$ cat src/core/lane_mon_pkg.sv
// Constants, register map and types shared by the lane status monitor
package lane_mon_pkg;
  localparam int             NUM_LANES        = 20;
  localparam int             LANE_ID_W        = 5;
  localparam int             BLK_PER_CYC      = 3;
  localparam int             CLK_HZ           = 40_000_000;
  localparam int             BER_WINDOW_NS    = 125_000;
  localparam int             BER_WINDOW_CYC   = (BER_WINDOW_NS / 1000) * (CLK_HZ / 1_000_000);
  localparam logic [7:0]     BER_BAD_LIMIT    = 8'h61;
  localparam logic [2:0]     FAULT_SEQ_LIMIT  = 3'h4;
  localparam logic [6:0]     FAULT_WINDOW_CYC = 7'h7F;
  localparam logic [4:0]     OFS_CTRL         = 5'h00;
  localparam logic [4:0]     OFS_MAXLEN       = 5'h04;
  localparam logic [4:0]     OFS_STATUS       = 5'h08;
  localparam logic [4:0]     OFS_LOCKED       = 5'h0C;
  localparam logic [4:0]     OFS_DEMUX        = 5'h10;
  localparam logic [4:0]     OFS_PARITY       = 5'h14;
  localparam int             CTRL_RX_TEST     = 0;
  localparam int             CTRL_TX_TEST     = 1;
  localparam int             CTRL_REPL        = 2;
  localparam int             CTRL_REPL_LSB    = 8;
  localparam int             ST_REMOTE        = 0;
  localparam int             ST_INT_FAULT     = 1;
  localparam int             ST_RCV_FAULT     = 2;
  localparam int             ST_HI_BER        = 3;
  localparam int             ST_ORDERSET      = 4;
  localparam int             ST_FOUR_LANE     = 5;
  localparam int             ST_ALIGNED       = 6;
  localparam int             PAR_VALID        = 8;
  localparam logic [14:0]    MAXLEN_RESET     = 15'h2580;
  localparam logic [31:0]    CTRL_RESET       = 32'h0000_0000;
  typedef enum logic [1:0] {FLT_NONE, FLT_LOCAL, FLT_REMOTE} flt_t;
endpackage : lane_mon_pkg

$ cat src/core/pkt_if.sv
// Packet length truncation and end-of-frame checksum signals between the monitor and its packet checker
`timescale 1ns/1ps
interface pkt_if;
  logic        valid;
  logic        sop;
  logic        eop;
  logic [6:0]  bytes;
  logic        fcs_good;
  logic        fcs_inverted;
  logic [14:0] max_len;
  logic [2:0]  bad_cnt;
  logic [2:0]  stomp_cnt;
  logic        trunc;
  modport chk (input valid, sop, eop, bytes, fcs_good, fcs_inverted, max_len,
               output bad_cnt, stomp_cnt, trunc);
  modport src (output valid, sop, eop, bytes, fcs_good, fcs_inverted, max_len,
               input bad_cnt, stomp_cnt, trunc);
endinterface : pkt_if

$ cat src/core/lane_status_monitor.sv
// Receive lane status, fault, error-rate and test pattern monitor with register access
//
// Added by the designer: register access over Avalon-MM and the register offsets.
`timescale 1ns/1ps
module lane_status_monitor
#(
  parameter int BER_WINDOW = lane_mon_pkg::BER_WINDOW_CYC
)
(
  input  wire logic         CORE_CLK,
  input  wire logic         RESETN,
  input  wire logic [4:0]   AVS_ADDRESS,
  input  wire logic         AVS_READ,
  input  wire logic         AVS_WRITE,
  input  wire logic [31:0]  AVS_WRITEDATA,
  output logic      [31:0]  AVS_READDATA,
  output logic              AVS_WAITREQUEST,
  input  wire logic [19:0]  LANE_BLOCK_LOCK,
  input  wire logic [19:0]  LANE_MARKER_OK,
  input  wire logic [99:0]  LANE_MARKER_ID,
  input  wire logic [19:0]  LANE_MARKER_BAD,
  input  wire logic [19:0]  LANE_BIP_BAD,
  input  wire logic         METAFRAME_TICK,
  input  wire logic         SYNC_HEADER_BAD,
  input  wire logic         RX_FAULT_LOCAL_WORD,
  input  wire logic         RX_FAULT_REMOTE_WORD,
  input  wire logic         RX_SIGNAL_ORDERSET,
  input  wire logic [2:0]   RX_BLK_VALID,
  input  wire logic [2:0]   RX_BLK_IDLE,
  input  wire logic [7:0]   RX_MARKER0_PARITY_IN,
  input  wire logic         RX_MARKER0_STROBE,
  input  wire logic [7:0]   TX_MARKER0_PARITY_IN,
  input  wire logic         FOUR_LANE_SELECT_IN,
  input  wire logic         PKT_VALID,
  input  wire logic         PKT_SOP,
  input  wire logic         PKT_EOP,
  input  wire logic [6:0]   PKT_BYTES,
  input  wire logic         PKT_FCS_GOOD,
  input  wire logic         PKT_FCS_INVERTED,
  output logic              RX_LANE_MISALIGN_PULSE,
  output logic              RX_REMOTE_FAULT,
  output logic      [99:0]  RX_LANE_NUMBER,
  output logic      [19:0]  RX_LANE_WORD_LOCKED,
  output logic      [19:0]  RX_LANE_DEMUX_DONE,
  output logic      [19:0]  RX_MARKER_MALFORMED,
  output logic      [2:0]   RX_CHECKSUM_WRONG_COUNT,
  output logic      [2:0]   RX_CHECKSUM_INVERTED_COUNT,
  output logic              RX_TRUNCATED,
  output logic              RX_INTERNAL_LOCAL_FAULT,
  output logic              RX_RECEIVED_LOCAL_FAULT,
  output logic              RX_LOCAL_FAULT,
  output logic      [19:0]  RX_BIP_ERROR,
  output logic              RX_ERROR_RATE_EXCESS,
  output logic              RX_SIGNAL_ORDERSET_SEEN,
  output logic      [2:0]   RX_TEST_MISMATCH_COUNT,
  output logic              TX_TEST_PATTERN_SEND,
  output logic              FOUR_LANE_SELECT,
  output logic      [7:0]   TX_MARKER0_PARITY,
  output logic      [7:0]   RX_MARKER_PARITY_BYTE,
  output logic              RX_MARKER_PARITY_BYTE_VALID
);
  typedef struct packed {
    logic [1:0]                mode_sync;
    logic                      four_lane;
    logic                      waitreq;
    logic [31:0]               rdata;
    logic                      rx_test;
    logic                      tx_test;
    logic                      repl;
    logic [7:0]                repl_val;
    logic [14:0]               max_len;
    logic [19:0]               locked;
    logic [99:0]               lane_id;
    logic [19:0]               demux;
    logic                      all_seen;
    logic                      mis_pending;
    logic                      misalign;
    logic [19:0]               marker_bad;
    logic [19:0]               bip;
    lane_mon_pkg::flt_t        flt;
    lane_mon_pkg::flt_t        last_kind;
    logic                      remote;
    logic                      rcv_local;
    logic [2:0]                seq_cnt;
    logic [6:0]                win_cnt;
    logic [12:0]               ber_win;
    logic [7:0]                ber_cnt;
    logic                      hi_ber;
    logic                      int_fault;
    logic                      local_fault;
    logic                      orderset;
    logic [2:0]                mismatch;
    logic [7:0]                rx_par;
    logic                      rx_par_valid;
    logic [7:0]                tx_par;
  } mon_state_t;

  mon_state_t         s_r;
  mon_state_t         s_nxt;
  logic [31:0]        rd_word;
  logic [2:0]         mm;
  lane_mon_pkg::flt_t kind;
  logic               req;

  pkt_if pk ();

  assign pk.valid        = PKT_VALID;
  assign pk.sop          = PKT_SOP;
  assign pk.eop          = PKT_EOP;
  assign pk.bytes        = PKT_BYTES;
  assign pk.fcs_good     = PKT_FCS_GOOD;
  assign pk.fcs_inverted = PKT_FCS_INVERTED;
  assign pk.max_len      = s_r.max_len;

  pkt_checker u_chk
  (
    .clk   (CORE_CLK),
    .rst_n (RESETN),
    .p     (pk.chk)
  );

  always_comb
  begin
    s_nxt = s_r;
    req   = AVS_READ | AVS_WRITE;
    mm    = 3'h0;
    kind  = RX_FAULT_REMOTE_WORD ? lane_mon_pkg::FLT_REMOTE : lane_mon_pkg::FLT_LOCAL;
    // Mode pin is asynchronous; only the second stage is used
    s_nxt.mode_sync = {s_r.mode_sync[0], FOUR_LANE_SELECT_IN};
    s_nxt.four_lane = s_r.mode_sync[1];
    // Lane identity and word lock per physical lane
    for (int i = 0; i < lane_mon_pkg::NUM_LANES; i++)
    begin
      if (!LANE_BLOCK_LOCK[i])
        s_nxt.locked[i] = 1'b0;
      else if (LANE_MARKER_OK[i])
      begin
        s_nxt.locked[i]        = 1'b1;
        s_nxt.lane_id[i*5 +: 5] = LANE_MARKER_ID[i*5 +: 5];
      end
    end
    for (int k = 0; k < lane_mon_pkg::NUM_LANES; k++)
    begin
      s_nxt.demux[k] = 1'b0;
      for (int i = 0; i < lane_mon_pkg::NUM_LANES; i++)
        if (s_nxt.locked[i] && s_nxt.lane_id[i*5 +: 5] == 5'(k))
          s_nxt.demux[k] = 1'b1;
    end
    // Alignment loss is judged at the metaframe that follows the bad marker
    if (&s_r.demux)
      s_nxt.all_seen = 1'b1;
    else if (s_r.locked == 20'h0_0000)
      s_nxt.all_seen = 1'b0;
    s_nxt.marker_bad = LANE_MARKER_BAD;
    s_nxt.misalign   = 1'b0;
    if (METAFRAME_TICK && s_r.mis_pending)
    begin
      s_nxt.misalign    = 1'b1;
      s_nxt.mis_pending = 1'b0;
    end
    if (s_r.all_seen && |LANE_MARKER_BAD)
      s_nxt.mis_pending = 1'b1;
    if (!s_r.all_seen)
      s_nxt.mis_pending = 1'b0;
    s_nxt.bip = LANE_BIP_BAD;
    // Fault sequence tracking: same-kind words within the window build up
    if (RX_FAULT_LOCAL_WORD || RX_FAULT_REMOTE_WORD)
    begin
      s_nxt.win_cnt   = 7'h00;
      s_nxt.last_kind = kind;
      s_nxt.seq_cnt   = (kind == s_r.last_kind && s_r.seq_cnt != 3'h0) ? s_r.seq_cnt : 3'h0;
      if (s_nxt.seq_cnt < lane_mon_pkg::FAULT_SEQ_LIMIT)
        s_nxt.seq_cnt = s_nxt.seq_cnt + 3'h1;
      if (s_nxt.seq_cnt == lane_mon_pkg::FAULT_SEQ_LIMIT)
        s_nxt.flt = kind;
    end
    else if (s_r.win_cnt == lane_mon_pkg::FAULT_WINDOW_CYC)
    begin
      s_nxt.seq_cnt   = 3'h0;
      s_nxt.flt       = lane_mon_pkg::FLT_NONE;
      s_nxt.last_kind = lane_mon_pkg::FLT_NONE;
    end
    else
      s_nxt.win_cnt = s_r.win_cnt + 7'h01;
    // Decoded here so both fault levels leave straight from a flop
    s_nxt.remote    = s_nxt.flt == lane_mon_pkg::FLT_REMOTE;
    s_nxt.rcv_local = s_nxt.flt == lane_mon_pkg::FLT_LOCAL;
    // Error rate: bad sync headers counted over a fixed window
    if (SYNC_HEADER_BAD && s_r.ber_cnt != lane_mon_pkg::BER_BAD_LIMIT)
      s_nxt.ber_cnt = s_r.ber_cnt + 8'h01;
    if (s_nxt.ber_cnt == lane_mon_pkg::BER_BAD_LIMIT)
      s_nxt.hi_ber = 1'b1;
    if (s_r.ber_win == 13'(BER_WINDOW - 1))
    begin
      // Judge the closing window before its count is cleared
      s_nxt.hi_ber  = (s_nxt.ber_cnt == lane_mon_pkg::BER_BAD_LIMIT);
      s_nxt.ber_win = 13'h0000;
      s_nxt.ber_cnt = 8'h00;
    end
    else
      s_nxt.ber_win = s_r.ber_win + 13'h0001;
    s_nxt.int_fault   = s_r.tx_test | ~(&s_r.demux) | s_r.hi_ber;
    s_nxt.local_fault = s_r.int_fault | (s_r.flt == lane_mon_pkg::FLT_LOCAL);
    // Idle pattern check, quiet outside receive test mode
    for (int j = 0; j < lane_mon_pkg::BLK_PER_CYC; j++)
      mm = mm + 3'(RX_BLK_VALID[j] & ~RX_BLK_IDLE[j]);
    s_nxt.mismatch = s_r.rx_test ? mm : 3'h0;
    if (RX_MARKER0_STROBE)
      s_nxt.rx_par = RX_MARKER0_PARITY_IN;
    s_nxt.rx_par_valid = RX_MARKER0_STROBE;
    s_nxt.tx_par = s_r.repl ? s_r.repl_val : TX_MARKER0_PARITY_IN;
    // Register read view
    rd_word = 32'h0000_0000;
    case (AVS_ADDRESS)
      lane_mon_pkg::OFS_CTRL:
      begin
        rd_word[lane_mon_pkg::CTRL_RX_TEST]          = s_r.rx_test;
        rd_word[lane_mon_pkg::CTRL_TX_TEST]          = s_r.tx_test;
        rd_word[lane_mon_pkg::CTRL_REPL]             = s_r.repl;
        rd_word[lane_mon_pkg::CTRL_REPL_LSB +: 8]    = s_r.repl_val;
      end
      lane_mon_pkg::OFS_MAXLEN: rd_word[14:0] = s_r.max_len;
      lane_mon_pkg::OFS_STATUS:
      begin
        rd_word[lane_mon_pkg::ST_REMOTE]    = s_r.flt == lane_mon_pkg::FLT_REMOTE;
        rd_word[lane_mon_pkg::ST_INT_FAULT] = s_r.int_fault;
        rd_word[lane_mon_pkg::ST_RCV_FAULT] = s_r.flt == lane_mon_pkg::FLT_LOCAL;
        rd_word[lane_mon_pkg::ST_HI_BER]    = s_r.hi_ber;
        rd_word[lane_mon_pkg::ST_ORDERSET]  = s_r.orderset;
        rd_word[lane_mon_pkg::ST_FOUR_LANE] = s_r.four_lane;
        rd_word[lane_mon_pkg::ST_ALIGNED]   = &s_r.demux;
      end
      lane_mon_pkg::OFS_LOCKED: rd_word[19:0] = s_r.locked;
      lane_mon_pkg::OFS_DEMUX:  rd_word[19:0] = s_r.demux;
      lane_mon_pkg::OFS_PARITY:
      begin
        rd_word[7:0]                     = s_r.rx_par;
        rd_word[lane_mon_pkg::PAR_VALID] = s_r.rx_par_valid;
      end
      default:                  rd_word = 32'h0000_0000;
    endcase
    // One wait cycle, then the access completes on the edge that sees waitrequest low
    s_nxt.waitreq = 1'b1;
    if (req && s_r.waitreq)
    begin
      s_nxt.waitreq = 1'b0;
      s_nxt.rdata   = rd_word;
    end
    s_nxt.orderset = s_r.orderset;
    if (AVS_WRITE && !s_r.waitreq)
    begin
      case (AVS_ADDRESS)
        lane_mon_pkg::OFS_CTRL:
        begin
          s_nxt.rx_test  = AVS_WRITEDATA[lane_mon_pkg::CTRL_RX_TEST];
          s_nxt.tx_test  = AVS_WRITEDATA[lane_mon_pkg::CTRL_TX_TEST];
          s_nxt.repl     = AVS_WRITEDATA[lane_mon_pkg::CTRL_REPL];
          s_nxt.repl_val = AVS_WRITEDATA[lane_mon_pkg::CTRL_REPL_LSB +: 8];
        end
        lane_mon_pkg::OFS_MAXLEN: s_nxt.max_len = AVS_WRITEDATA[14:0];
        lane_mon_pkg::OFS_STATUS:
          if (AVS_WRITEDATA[lane_mon_pkg::ST_ORDERSET])
            s_nxt.orderset = 1'b0;
        default:                  s_nxt.max_len = s_r.max_len;
      endcase
    end
    // A new ordered set beats a software clear in the same cycle
    if (RX_SIGNAL_ORDERSET)
      s_nxt.orderset = 1'b1;
  end

  always_ff @(posedge CORE_CLK)
  begin
    if (!RESETN)
    begin
      s_r          <= '0;
      s_r.waitreq  <= 1'b1;
      s_r.max_len  <= lane_mon_pkg::MAXLEN_RESET;
      s_r.int_fault <= 1'b1;
    end
    else
      s_r <= s_nxt;
  end

  assign AVS_READDATA                = s_r.rdata;
  assign AVS_WAITREQUEST             = s_r.waitreq;
  assign RX_LANE_MISALIGN_PULSE      = s_r.misalign;
  assign RX_REMOTE_FAULT             = s_r.remote;
  assign RX_LANE_NUMBER              = s_r.lane_id;
  assign RX_LANE_WORD_LOCKED         = s_r.locked;
  assign RX_LANE_DEMUX_DONE          = s_r.demux;
  assign RX_MARKER_MALFORMED         = s_r.marker_bad;
  assign RX_CHECKSUM_WRONG_COUNT     = pk.bad_cnt;
  assign RX_CHECKSUM_INVERTED_COUNT  = pk.stomp_cnt;
  assign RX_TRUNCATED                = pk.trunc;
  assign RX_INTERNAL_LOCAL_FAULT     = s_r.int_fault;
  assign RX_RECEIVED_LOCAL_FAULT     = s_r.rcv_local;
  assign RX_LOCAL_FAULT              = s_r.local_fault;
  assign RX_BIP_ERROR                = s_r.bip;
  assign RX_ERROR_RATE_EXCESS        = s_r.hi_ber;
  assign RX_SIGNAL_ORDERSET_SEEN     = s_r.orderset;
  assign RX_TEST_MISMATCH_COUNT      = s_r.mismatch;
  assign TX_TEST_PATTERN_SEND        = s_r.tx_test;
  assign FOUR_LANE_SELECT            = s_r.four_lane;
  assign TX_MARKER0_PARITY           = s_r.tx_par;
  assign RX_MARKER_PARITY_BYTE       = s_r.rx_par;
  assign RX_MARKER_PARITY_BYTE_VALID = s_r.rx_par_valid;
endmodule : lane_status_monitor

$ cat src/core/pkt_checker.sv
// Packet length truncation and checksum classification
`timescale 1ns/1ps
module pkt_checker
(
  input  wire logic clk,
  input  wire logic rst_n,
  pkt_if.chk        p
);
  typedef struct packed {
    logic [15:0] len;
    logic        cut;
    logic [2:0]  bad;
    logic [2:0]  stomp;
    logic        trunc;
  } chk_state_t;

  chk_state_t  s_r;
  chk_state_t  s_nxt;
  logic [15:0] len_base;
  logic        cut_base;
  logic [15:0] sum;

  always_comb
  begin
    s_nxt       = s_r;
    s_nxt.bad   = 3'h0;
    s_nxt.stomp = 3'h0;
    s_nxt.trunc = 1'b0;
    len_base    = p.sop ? 16'h0000 : s_r.len;
    cut_base    = p.sop ? 1'b0 : s_r.cut;
    sum         = len_base + {9'h000, p.bytes};
    if (p.valid)
    begin
      s_nxt.len = sum;
      s_nxt.cut = cut_base;
      // Only the first overrun of a packet flags; the rest of it is dropped
      if (!cut_base && sum > {1'b0, p.max_len})
      begin
        s_nxt.cut   = 1'b1;
        s_nxt.trunc = 1'b1;
      end
      if (p.eop && !s_nxt.cut)
      begin
        if (p.fcs_inverted)
          s_nxt.stomp = 3'h1;
        else if (!p.fcs_good)
          s_nxt.bad = 3'h1;
      end
    end
  end

  always_ff @(posedge clk)
  begin
    if (!rst_n)
      s_r <= '0;
    else
      s_r <= s_nxt;
  end

  assign p.bad_cnt   = s_r.bad;
  assign p.stomp_cnt = s_r.stomp;
  assign p.trunc     = s_r.trunc;
endmodule : pkt_checker

$ cat config.mk
export PLATFORM = sky130hd
export DESIGN_NAME = lane_status_monitor
export DESIGN_NICKNAME = d
export VERILOG_FILES = /design/src/core/lane_mon_pkg.sv /design/src/core/pkt_if.sv /design/src/core/lane_status_monitor.sv /design/src/core/pkt_checker.sv
export SDC_FILE = /design/constraint.sdc
export NUM_CORES = 1
export LEC_CHECK = 0
export BUFFER_PORTS_ARGS = -buffer_cell sky130_fd_sc_hd__buf_2
export CELL_PAD_IN_SITES_DETAIL_PLACEMENT = 1
export CELL_PAD_IN_SITES_GLOBAL_PLACEMENT = 1
export CORE_MARGIN = 2
export CORE_UTILIZATION = 39
export CTS_BUF_LIST = sky130_fd_sc_hd__clkbuf_8 sky130_fd_sc_hd__clkbuf_16
export CTS_CLUSTER_SIZE = 25
export DETAILED_ROUTE_END_ITERATION = 12
export HOLD_SLACK_MARGIN = 0.08
export MAX_ROUTING_LAYER = met4
export PLACE_DENSITY = 0.84
export SLEW_MARGIN = 30
export SYNTH_ARGS = -nofsm -noshare
export SYNTH_HDL_FRONTEND = slang
export SYNTH_SLANG_ARGS = --single-unit
export TNS_END_PERCENT = 20
$ cat constraint.sdc
create_clock -name CORE_CLK -period 4.3 [get_ports CORE_CLK]
set_input_delay 0 -clock CORE_CLK [delete_from_list [all_inputs] [get_ports CORE_CLK]]
set_output_delay 0 -clock CORE_CLK [all_outputs]
set_load 0.02 [all_outputs]
; After elaboration in Yosys (flattened, before gate mapping)
; Index checks and enable logic that the tools add are counted.
[totals]
input_bits = 262
out_inout_bits = 249
regBits = 318
wordCells = 1427
[classes]
n_eq_ne = 395
n_bitwise = 14
muxes = 517
reduce_logical = 454
n_addsub = 7
magnitude_cmp = 2
[op_table]
columns = cell, count
row1 = $eq A5 B4 Y1 const B, 162
row2 = $mux W1, 455
row3 = $eq A5 B5 Y1 const B, 82
row4 = $logic_and A1 B1 Y1, 408
row5 = $eq A5 B3 Y1 const B, 81
row6 = $eq A5 B2 Y1 const B, 40
row7 = $mux W5, 40
row8 = $logic_not A5 Y1, 21
row9 = $eq A5 B1 Y1 const B, 20
row10 = $mux W33, 1
row11 = $pmux W6 S4, 1
row12 = $logic_not A20 Y1, 1
row13 = $pmux W4 S5, 1
row14 = $reduce_and A20 Y1, 1
row15 = $reduce_or A20 Y1, 1
row16 = $pmux W3 S6, 1
row17 = $add A16 B7 Y16, 1
row18 = $gt A16 B15 Y1, 1
row19 = $mux W16, 1
row20 = $mux W8, 2
row21 = $reduce_bool A2 Y1, 7
row22 = $add A13 B1 Y13 const B, 1
row23 = $eq A13 B13 Y1 const B, 1
row24 = $mux W3, 4
row25 = other kinds (31), 55

; Longest topological paths before layout
; Gate-level depths: netlist of the first run.
[logic_depth]
word_depth = 24
mapped_depth = 19
mapped_depth_nobuf = 17

; By module
; A second synthesis of the first run with hierarchy kept.
[unflattened]
hier_cells = 2650
hier_area_um2 = 20458.4
[modules_own_cells]
columns = module, seq_area_each_um2, instances, cells_each, area_each_um2
row1 = lane_status_monitor, 5865.6, 1, 2428, 18661.6
row2 = pkt_checker, 400.4, 1, 222, 1796.7

; Worst setup path before layout of the first run
; Ideal clock, no wire load.
[synth_timing]
path_type = input to register
start = in PKT_SOP
end = reg u_chk.s_r (netlist bit u_chk.p.stomp_cnt[0])
slack_ps = 968
path_buffers = 2
required_ps = 4208
setup_ps = 92
t_arrival_ps = 3240
path_stages = 18
cell_sequence = clkbuf_1 clkbuf_1 nor2b_1 ha_1 inv_1 fa_1 nor2b_1 o21ai_0 a21boi_1 o21ai_0 nor2b_1 xnor2_1 ha_1 a21oi_1 a21boi_0 o31a_1 o21a_1 nor4_1
[synth_via]
elab_chain_cells = 9
elab_cells_between_ends = 11
classes_between = add/sub (1) / order compare (1) / mux (4) / reduce/logical (5)
[synth_lines]
columns = element, line
row1 = start: declaration, lane_status_monitor.sv:35  ; input wire logic PKT_SOP,
row2 = $mux W16, pkt_checker.sv:29  ; len_base = p.sop ? 16'h0000 : s_r.len;
row3 = $add A16 B7 Y16, pkt_checker.sv:31  ; sum = len_base + {9'h000, p.bytes};
row4 = named net u_chk.sum[6], pkt_checker.sv:21  ; logic [15:0] sum;
row5 = $gt A16 B15 Y1, pkt_checker.sv:37  ; if (!cut_base && sum > {1'b0, p.max_len})
row6 = $logic_and A1 B1 Y1, pkt_checker.sv:37
row7 = $mux W1, pkt_checker.sv:37
row8 = $mux W1, pkt_checker.sv:32  ; if (p.valid)
row9 = $logic_not A1 Y1, pkt_checker.sv:42  ; if (p.eop && !s_nxt.cut)
row10 = $logic_and A1 B1 Y1, pkt_checker.sv:42
row11 = $reduce_and A3 Y1 (no source line), --
row12 = end signal: assignment, pkt_checker.sv:57  ; s_r <= s_nxt;
row13 = end: declaration, pkt_checker.sv:17  ; chk_state_t s_r;
; The timed path passes the listed nets, and every way through them passes these cells. The select of a mux whose other input is x is not followed.
; A chain may end at the register's enable or synchronous reset.

; Worst setup path after layout of the first run
[layout_timing]
start = reg u_chk.s_r[8] (netlist name)
end = reg u_chk.s_r (netlist bit u_chk.p.stomp_cnt[0])
[layout_via]
elab_chain_cells = 9
[layout_lines]
columns = element, line
row1 = $mux W16, pkt_checker.sv:29
row2 = $add A16 B7 Y16, pkt_checker.sv:31
row3 = named net u_chk.sum[6], pkt_checker.sv:21
row4 = $gt A16 B15 Y1, pkt_checker.sv:37
row5 = $logic_and A1 B1 Y1, pkt_checker.sv:37
row6 = $mux W1, pkt_checker.sv:37
row7 = $mux W1, pkt_checker.sv:32
row8 = $logic_not A1 Y1, pkt_checker.sv:42
row9 = $logic_and A1 B1 Y1, pkt_checker.sv:42
row10 = $reduce_and A3 Y1 (no source line), --
; The timed path passes the listed nets, and every way through them passes these cells. The select of a mux whose other input is x is not followed.

==> results.tsv, run 1 <==
metric	value	unit
final setup margin	-0.00797	ns
Tmin final	4.31	ns
yosys warns	0	
fin crit share	100	%
vias	25202	
io pins	511	
CP Data Required Time	4.77	ns
Core Footprint	51300	sq um
Num CTS Buffers	38	
Setup crit start kind	flip-flop	
gr ovfl total	0	
Post-Synth Simple-Gate Area	27.7	%
violated checks	negative setup slack	
placed cell count	3460	
reg2reg setup slack	-0.008	ns
Clock Skew	0.0341	ns
maximum operating frequency	232	MHz
power per cell area	330	nW/um^2
Initial Util	39.4	%
Root Driver	clkbuf_16	
Post-DP HPWL	81.1	mm
setup_tns	-0.00797	ns
CP max stage delay	0.54	ns
mean area per synthesized cell	7.79	sq um
Slew HR	7.91	%
final net count	3451	
share of layout cells above drive strength 1	19.9	%
hold path depth	4	
Core Rows	83	
initial antenna violation count	18	
top cells by area, synth	dfxtp_1, buf_4, nand2_1	
CP startpoint	u_chk.s_r[8]	
Worst Setup End Kind	flip-flop	
# Max-Cap Violations	0	
actual slew at the worst max-slew pin	1.38	ns
final wirelength	126	mm
die height	232	microns
drt first pass iters	7	
met1 Resource Use GR	48.4	%
VDD IR max	295	uV
Synth Area in XOR/XNOR	1.39	%
CP Class	reg -> reg	
Clock transition at path regs	0.07	ns
number of global-route vias before repair	25901	
compound-cell area share of the yosys netlist	23.8	%
port bufs	477	
Mapped Area	20200	sq um
met2 Use GR	74.4	%
reg2reg start	u_chk.s_r[8]	
worst path cell trace	nor2b_1 > ha_1 > inv_1 > fa_1 > nor2b_2 > o21ai_0 > a21boi_2 > buf_4 > o21ai_0 > nor2b_1 > xnor2_1 > ha_1 > a21oi_1 > a21boi_0 > o31a_1 > o21a_1 > nor4_2	
Synth Instances	2596	
Seq cells post-synth	313	
Final Hold Viols	0	
area grow syn2layout	30.8	%
final instance area	26500	sq um
met3 GRT Util	11.0	%
Area after DPL	21600	sq um
proportion of synthesized area in mux cells	1.58	%
post-synthesis sequential area ratio	31.0	%
largest net degree at the start of global routing	78	
Reg2Reg Depth	17	
die width	232	microns
DR iter-0 viols	2387	
Pleak	10.7	nW
Avg Vias per Cell	6.48	
Hold Crit Start	LANE_MARKER_OK[17]	
H-Tree Depth	2	
worst r2r dst	u_chk.p.stomp_cnt[0]	
total track usage	45.7	%
die area	53700	sq um
most frequently used flop master after synthesis	dfxtp_1	
status	finished with violations	
global-route wire length before repair	177	mm
cell taking the most area after synthesis	dfxtp_1	
drt drc	0	
CTS Buffer Depth	3	
CP max FO	3	
CTS tree	yes	
Sink Count	313	
Max Transition Viols Final	0	
RD Place Congestion	1.08	
largest family of logic cells by synthesized area	simple AND/OR/NAND/NOR gates	
# setup viols final	1	
min-delay worst type	in -> reg	
post-synthesis cell type count	94	
worst hold path endpoint	RX_LANE_NUMBER[85]	
post-route insts no fill	3888	
Worst path slowest cell	o21ai_0	
ys async rst share	0	%
clk_lat worst skew	0.61	ns
critical path arrival	4.78	ns
Adder-Cell Fraction of Synth Area	1.87	%
Yosys top cell area share	31.0	%
Post-synth EDFFs	0	
total power	0.00874	W
gr busiest metal	met2	
DR WL/cell	32.4	microns
Antenna Nets Post-Route	0	
worst hold margin	0.0982	ns
==> state kept, by name, summed over array words and instances (netlist names), 17 cells and up <==
name and count:
RX_LANE_WORD_LOCKED 20, RX_MARKER_MALFORMED 20, RX_BIP_ERROR 20, RX_LANE_NUMBER 100, AVS_READDATA 20, s_r 47, RX_LANE_DEMUX_DONE 20, u_chk.s_r 17
==> worst max-delay path by stage <==
stage | end | slack [ns] | depth (start not counted)
CTS | u_chk.p.stomp_cnt[0] | 0.57 | 18
global route | u_chk.p.stomp_cnt[0] | -0.07 | 17
floorplan | u_chk.p.stomp_cnt[0] | 0.97 | 18
global placement | u_chk.p.stomp_cnt[0] | 0.79 | 16
finish | u_chk.p.stomp_cnt[0] | -0.008 | 17
detailed placement | u_chk.p.stomp_cnt[0] | 0.62 | 16
==> routing by layer <==
| metal | wire [microns] | share of wire [%] |
|---|---|---|
| met1 | 45100 | 36 |
| met5 | 0 | 0 |
| met4 | 11000 | 8.7 |
| met2 | 58400 | 46 |
| met3 | 11400 | 9.1 |
==> layout make-up <==
class | count | area (sq um)
inverters | 75 | 287
repair buffers | 859 | 6100
diodes | 18 | 45.0
multi-input cells | 1873 | 11500
fillers | 6181 | 24800
well taps | 680 | 851
clock buffers | 45 | 1060
clock inverters | 25 | 332
flip-flops and latches | 313 | 6270
==> logic make-up (layout without fill, tap and decap cells) <==
group | after synthesis | count (layout)
multiplexers | 31 | 31
adder cells (fa/ha/maj) | 29 | 29
flip-flops | 313 | 313
AO/OA/AOI/OAI | 718 | 718
other | 1 | 35
AND/OR/NAND/NOR | 1046 | 1046
buffers and inverters | 426 | 1004
XOR/XNOR | 32 | 32
==> layout by cell type (no fill, tap or decap), types with 15 or more instances in the layout <==
cell type	synthesis	routed
buf_2	35	478
dlygate4sd3_1	0	337
dfxtp_1	313	313
nand2_1	308	308
a21oi_1	185	184
nor2_1	149	149
o22ai_1	114	114
inv_1	75	79
nand3_1	77	77
a31oi_1	74	69
and2_1	68	68
nor3_1	67	66
o21ai_0	58	58
nor3b_1	54	54
buf_4	240	44
nand3b_1	42	42
nor2b_1	42	39
clkbuf_16	0	39
nor4_1	37	36
or3_1	35	35
and3_1	35	35
a21o_1	31	31
a211oi_1	29	29
mux2i_1	27	27
ha_1	27	27
and4b_1	22	22
o211a_1	21	21
nand2b_1	19	19
nand4_1	19	19
diode_2	0	18
xor2_1	18	18
a22oi_1	17	17
conb_1	1	17
o31a_1	16	16
a221oi_1	16	16
o32ai_1	15	15
==> worst max-delay path: cells and delay by family, from the launching register on <==
family / cells / cell delay, ns
flip-flops: 1 / 0.32
XOR/XNOR: 1 / 0.17
adder cells (fa/ha/maj): 3 / 0.77
buffers and inverters: 2 / 0.29
AO/OA/AOI/OAI: 7 / 1.76
AND/OR/NAND/NOR: 4 / 0.88
==> metrics by stage <==
stage | utilization, % | setup WS [ns]
floorplan | - | 0.968
global placement | 42.1 | 0.785
detailed placement | 42.1 | 0.624
CTS | 51.4 | 0.568
global route | 51.6 | -0.0712
finish | 51.6 | -0.00797
==> synthesized netlist by cell type (8+ instances only) <==
cell,instances
dfxtp_1,313
clkbuf_1,71
nor3_1,67
nor2_1,149
buf_4,240
nand3_1,77
o211ai_1,14
nor4_1,37
nand4_1,19
nand3b_1,42
or3_1,35
nand2b_1,19
buf_2,35
nand4b_1,12
o31a_1,16
and4b_1,22
mux2i_1,27
nor2b_1,42
and3_1,35
o21bai_1,11
a31oi_1,74
o21a_1,10
a211oi_1,29
or4_1,9
xor2_1,18
o22ai_1,114
o211a_1,21
nor4bb_1,14
o31ai_1,12
and2_1,68
ha_1,27
o21ai_0,58
xnor2_1,14
o21ai_1,10
a22oi_1,17
and4_1,8
a21o_1,31
nor3b_1,54
inv_1,75
nand2_1,308
a21oi_1,185
o32ai_1,15
a221oi_1,16
==> what timing repair did <==
action / 4_1_cts / 5_1_grt
hold buffers: 337 / 0
resized for setup: 0 / 4
setup buffers: 0 / 2
setup endpoints to repair: 0 / 3
hold endpoints to repair: 254 / 0
==> power breakdown <==
group / internal [W] / leakage (nW) / switching, W
Combinational: 0.000654 / 7.46 / 0.00115
Sequential: 0.00302 / 2.56 / 0.000173
Clock: 0.00219 / 0.696 / 0.00155
Total: 0.00587 / 10.7 / 0.00288
No activity file was read; power rests on OpenSTA's default activity.
==> run 2, diff against run 1 <==
==> constraint.sdc (replaced) <==
create_clock -name CORE_CLK -period 4.3 [get_ports CORE_CLK]
set_input_delay 0.86 -clock CORE_CLK [delete_from_list [all_inputs] [get_ports CORE_CLK]]
set_output_delay 0.86 -clock CORE_CLK [all_outputs]
set_load 0.02 [all_outputs]
==> results.tsv, run 2 (synthesis gave the netlist of run 1 again) <==
metric	value	unit	change
Gate power share	19.3	%	-1.3 points
CP Class	in -> reg		
die width	232	microns	unchanged
worst path cell trace	buf_2 > nor2b_1 > ha_1 > inv_1 > fa_1 > nor2b_1 > o21ai_0 > a21boi_1 > buf_4 > o211ai_1 > xor2_1 > nor2_1 > ha_1 > and4_1 > nand2_1 > nor3_1 > a21oi_1 > o21a_1 > nor4_1		
fin crit share	85.6	%	-15 points
H-Tree Depth	2		unchanged
CP max FO	6		+3
global-route wire length before repair	153	mm	-14%
sequential share of power	40.8	%	+4.3 points
Worst Setup End Kind	flip-flop		
CTS Hold Buffers Added	0		-100%
share of layout cells above drive strength 1	22.7	%	+2.7 points
vias	22434		-11%
final net count	3154		-8.6%
RSZ-0062 raised after global routing	no		
drt drc	0		unchanged
port bufs	477		unchanged
power per cell area	337	nW/um^2	+2.0%
Slew HR	26.2	%	+18 points
# setup viols final	0		-1
Clock transition at path regs	0.06	ns	about the same
Num CTS Buffers	38		unchanged
Max Transition Viols Final	0		unchanged
actual slew at the worst max-slew pin	1.10	ns	-0.285 ns
CP Data Required Time	4.77	ns	about the same
drt first pass iters	5		-2
die height	232	microns	unchanged
Tmin final	3.68	ns	-0.629 ns
Root Driver	clkbuf_16		
Sink Count	313		unchanged
largest net degree at the start of global routing	95		+22%
post-cts sizing count	0		unchanged
min-delay worst type	reg -> reg		
gr ovfl total	0		unchanged
initial antenna violation count	10		-8
Avg Vias per Cell	6.27		-3.2%
Final Hold Viols	0		unchanged
Core Footprint	51300	sq um	unchanged
die area	53700	sq um	unchanged
final wirelength	107	mm	-15%
post-CTS setup buffers	0		unchanged
DR WL/cell	29.9	microns	-7.6%
most common cell after layout, fill and taps aside	buf_2		
DR iter-0 viols	1750		-27%
Setup crit start kind	primary input		
total track usage	39.5	%	-6.2 points
Core Rows	83		unchanged
number of global-route vias before repair	22420		-13%
clk_lat worst skew	0.57	ns	-0.04 ns
Post-DP HPWL	84.3	mm	+3.9%
filler cell count	6434		+4.1%
CTS Buffer Depth	3		unchanged
setup_tns	0	ns	+0.00797 ns
Initial Util	39.4	%	unchanged
RD Place Congestion	1.05		-2.5%
Worst path slowest cell	fa_1		
status	finished, final reports clean		
Clk network pwr share	39.9	%	-2.9 points
commonest cells after routing, fill and taps aside	buf_2, dfxtp_1, nand2_1		
CTS tree	yes		
io pins	511		unchanged
total power	0.00779	W	-11%
max FFs per register	100		unchanged
VDD IR max	261	uV	-11%
Antenna Nets Post-Route	0		unchanged
# Max-Cap Violations	0		unchanged
critical path arrival	4.15	ns	-0.63 ns
Clock Skew	0.0192	ns	-0.0149 ns
Net Sw Frac	32.7	%	-0.23 points
Pleak	9.38	nW	-12%
Switching Power	0.00254	W	-12%
internal power	0.00524	W	-11%
maximum operating frequency	272	MHz	+17%
area grow syn2layout	14.2	%	
CP max stage delay	0.46	ns	-0.08 ns
## run 2: cell count changes in the layout (fill, tap and decap cells not counted), moves of 2 or more
cell / change
buf_4: +40
a31oi_1: +5
bufinv_16: -7
a31oi_2: -5
nor2b_1: +2
dlygate4sd3_1: -337
diode_2: -9
inv_1: +6
## run 2: power by group through the flow
stage,sequential [W],combinational (W),clock [W]
6_report,0.00318,0.00150,0.00311
3_3_place_gp,0.00322,0.00142,0
5_1_grt,0.00319,0.00158,0.00326
4_1_cts,0.00317,0.00147,0.00315
2_1_floorplan,0.00317,0.000922,0
3_5_place_dp,0.00323,0.00146,0
## run 2: area by class of cell
class                           instances  area [sq um]  share of cell area [%]
Multi-Input combinational cell       1873         11500                    49.7
Clock buffer                           44          1040                    4.52
Inverter                               75           287                    1.24
Tap cell                              680           851                    3.68
Antenna cell                            9          22.5                  0.0975
Timing Repair Buffer                  562          3040                    13.1
Clock inverter                         21           123                   0.531
Sequential cell                       313          6270                    27.1
## run 2: worst paths after layout
path                 from  slack [ns]  depth (start not counted)                   end
max               PKT_SOP        0.62                         19  u_chk.p.stomp_cnt[0]
min            s_nxt[305]        0.44                          1            s_nxt[303]
max reg2reg  u_chk.s_r[8]        0.69                         18  u_chk.p.stomp_cnt[0]
min reg2reg    s_nxt[305]        0.44                          1            s_nxt[303]
## run 2: per-layer routing
layer  track usage (%)  part of all wire, %  up-vias
met5                 -                    0        -
met4              20.1                  6.0        0
met3              6.81                  6.8      286
met2              66.4                   48     1063
met1              45.2                   39    11263
li1                  -                    -     9822
## run 2: stage by stage
stage               hold WS, ns  instances  util, %  setup WS, ns  cell area (sq um)
floorplan                 0.412       2612        -         0.108              20300
global placement          0.434       3503     42.7         0.185              21900
detailed placement        0.427       3503     42.7        0.0806              21900
CTS                       0.446       3568     45.0         0.641              23100
global route              0.474       3576     45.0         0.335              23100
finish                    0.443       3577     45.0         0.621              23100
## run 2: critical path, delay by kind of cell
kind	cells	cell delay, ns
buf+inv	3	0.38
xor+xnor	1	0.19
fa+ha+maj	3	0.95
simple gates	7	1.03
compound gates	5	0.73
==> run 3, diff against run 2 <==
--- a/config.mk
+++ b/config.mk
@@ -19,5 +19,6 @@
 export SLEW_MARGIN = 30
 export SYNTH_ARGS = -nofsm -noshare
 export SYNTH_HDL_FRONTEND = slang
+export SYNTH_HIERARCHICAL = 1
 export SYNTH_SLANG_ARGS = --single-unit
 export TNS_END_PERCENT = 20
==> results.tsv, run 3 <==
metric	value	unit	change
status	finished, final reports clean		
Tmin final	4.06	ns	+0.379 ns
drt drc	0		unchanged
die width	233	microns	+0.55%
Yosys top cell area share	30.6	%	-0.34 points
Worst path slowest cell	or4_4		
die height	233	microns	+0.55%
Mapped Area	20500	sq um	+1.1%
Sink Count	313		unchanged
clk_lat worst skew	0.58	ns	about the same
max FFs per register	100		unchanged
RSZ-0062 raised after global routing	no		
total power	0.00785	W	+0.88%
Net Sw Frac	32.8	%	+0.16 points
reg2reg setup slack	0.30	ns	-0.39 ns
Slew HR	27.9	%	+1.7 points
Gate power share	19.9	%	+0.6 points
DR iter-0 viols	1865		+6.6%
mean area per synthesized cell	7.72	sq um	-0.95%
power per cell area	333	nW/um^2	-1.3%
Num CTS Buffers	37		-2.6%
Worst Setup End Kind	flip-flop		
post-synthesis cell type count	92		-2.1%
worst path cell trace	buf_2 > nor2b_1 > ha_1 > inv_1 > fa_1 > nor2b_1 > o31ai_1 > a21oi_2 > nand2_1 > xor2_1 > nor2_1 > ha_1 > nand4_1 > or4_4 > o32a_1 > o31ai_2 > o21a_4 > nor4b_4		
fin crit share	94.4	%	+8.8 points
internal power	0.00528	W	+0.64%
largest net degree at the start of global routing	81		-15%
Post-DP HPWL	87.4	mm	+3.6%
gr ovfl total	0		unchanged
Seq cells post-synth	313		unchanged
number of global-route vias before repair	22731		+1.4%
final wirelength	109	mm	+2.3%
CP max stage delay	0.54	ns	+0.08 ns
CTS tree	yes		
global-route wire length before repair	156	mm	+1.9%
Core Footprint	51600	sq um	+0.61%
Avg Vias per Cell	6.21		-0.93%
post-route insts no fill	3650		+2.0%
io pins	511		unchanged
top cells by area, synth	dfxtp_1, buf_4, nand2_1		
post-synthesis sequential area ratio	30.6	%	-0.34 points
die area	54300	sq um	+1.1%
final net count	3226		+2.3%
Clock Skew	0.0269	ns	+0.00765 ns
area grow syn2layout	15.4	%	
port bufs	477		unchanged
ys async rst share	0	%	unchanged
Switching Power	0.00258	W	+1.4%
Post-synth EDFFs	0		unchanged
critical path arrival	4.54	ns	+0.39 ns
CP max FO	3		-3
Clock transition at path regs	0.06	ns	about the same
VDD IR max	268	uV	+2.5%
share of layout cells above drive strength 1	23.1	%	+0.42 points
# Max-Cap Violations	0		unchanged
CP Data Required Time	4.78	ns	about the same
DR WL/cell	30.0	microns	+0.27%
total track usage	40.2	%	+0.65 points
Clk network pwr share	39.8	%	about the same
drt first pass iters	6		+1
Antenna Nets Post-Route	0		unchanged
maximum operating frequency	246	MHz	-9.3%
Final Hold Viols	0		unchanged
actual slew at the worst max-slew pin	1.05	ns	-0.0415 ns
Pleak	9.71	nW	+3.5%
Synth Instances	2650		+2.1%
H-Tree Depth	2		unchanged
leading post-synthesis cells by instance count	nand2_1, dfxtp_1, buf_4		
CTS Buffer Depth	3		unchanged
vias	22679		+1.1%
most common cell after layout, fill and taps aside	buf_2		
Initial Util	39.6	%	+0.20 points
most frequent cell after synthesis	nand2_1		
min-delay worst type	reg -> reg		
placed cell count	3576		+2.1%
post-CTS setup buffers	0		unchanged
Max Transition Viols Final	0		unchanged
initial antenna violation count	11		+1
Setup crit start kind	primary input		
Core Rows	83		unchanged
CP Class	in -> reg		
yosys warns	6		+6
# setup viols final	0		unchanged
Root Driver	clkbuf_16		
commonest cells after routing, fill and taps aside	buf_2, nand2_1, dfxtp_1		
sequential share of power	40.3	%	-0.5 points
cell taking the most area after synthesis	dfxtp_1		
RD Place Congestion	1.11		+5.6%
most frequently used flop master after synthesis	dfxtp_1		
==> run 3: changes by cell type after synthesis, sizes merged, moves of 16 or more <==
cell / change
o22ai: -84
or3: -21
nor3b: -34
clkbuf: +41
a31oi: -16
nand4b: +17
buf: -33
nor3: +43
a21oi: +26
nand2: +25
nor4: -21
nor2: +36
a22oi: +23
and3: -22
==> run 3: area by class of cell <==
cell class              instances  area [sq um]
repair buffers                590          3260
clock buffers                  42          1010
inverters                      71           269
fillers                      6438         28000
flip-flops and latches        313          6270
clock inverters                23           174
multi-input cells            1922         11800
well taps                     680           851
diodes                          9          22.5
==> run 3: what timing repair did <==
action,CTS,global route
hold buffers,0,0
resized for setup,0,1
setup endpoints to repair,0,2
==> run 3: cell families after synthesis <==
| family | Yosys count | synth area share, % |
|---|---|---|
| AO/OA/AOI/OAI | 708 | 23.8 |
| XOR/XNOR | 34 | 1.46 |
| adder cells (fa/ha/maj) | 29 | 1.85 |
| buffers and inverters | 430 | 12.4 |
| flip-flops | 313 | 30.6 |
| multiplexers | 33 | 1.68 |
| other | 2 | 0.0367 |
| AND/OR/NAND/NOR | 1101 | 28.2 |
==> run 3: power groups by stage <==
| stage | sequential, W | clock, W | combinational, W |
|---|---|---|---|
| detailed placement | 0.00322 | 0 | 0.00151 |
| floorplan | 0.00317 | 0 | 0.000937 |
| global route | 0.00317 | 0.00327 | 0.00164 |
| finish | 0.00316 | 0.00313 | 0.00156 |
| CTS | 0.00316 | 0.00316 | 0.00153 |
| global placement | 0.00321 | 0 | 0.00147 |
==> run 3: worst paths after layout <==
path                                   start                  to  depth (start not counted)
worst max register to register  u_chk/s_r[8]  u_chk/p.bad_cnt[0]                         17
worst min-delay path              s_nxt[303]    FOUR_LANE_SELECT                          1
worst max-delay path                 PKT_SOP  u_chk/p.bad_cnt[0]                         18
worst min register to register    s_nxt[303]    FOUR_LANE_SELECT                          1
==> run 3: critical path: cells and delay by family <==
| kind | cells | cell delay (ns) |
|---|---|---|
| AO/OA/AOI/OAI | 5 | 1.08 |
| XOR/XNOR | 1 | 0.15 |
| adder cells (fa/ha/maj) | 3 | 0.89 |
| buffers and inverters | 2 | 0.20 |
| AND/OR/NAND/NOR | 7 | 1.35 |
==> run 3: layer usage <==
| metal | global-route usage, % | vias up | routed length, microns |
|---|---|---|---|
| li1 | - | 10034 | - |
| met1 | 48.4 | 11355 | 44500 |
| met2 | 66.1 | 1051 | 51900 |
| met3 | 6.48 | 239 | 7620 |
| met4 | 17.6 | 0 | 5460 |
| met5 | - | - | 0 |
==> run 3: per-stage QoR <==
step	util [%]	hold WS (ns)	instance area [sq um]	worst slack, ns	TNS, ns
2_1_floorplan	-	0.412	20500	0.000724	0
3_3_place_gp	43.4	0.425	22400	-0.229	-0.698
3_5_place_dp	43.4	0.431	22400	-0.394	-1.33
4_1_cts	45.7	0.446	23600	0.177	0
5_1_grt	45.7	0.462	23600	0.0226	0
6_report	45.7	0.453	23600	0.241	0
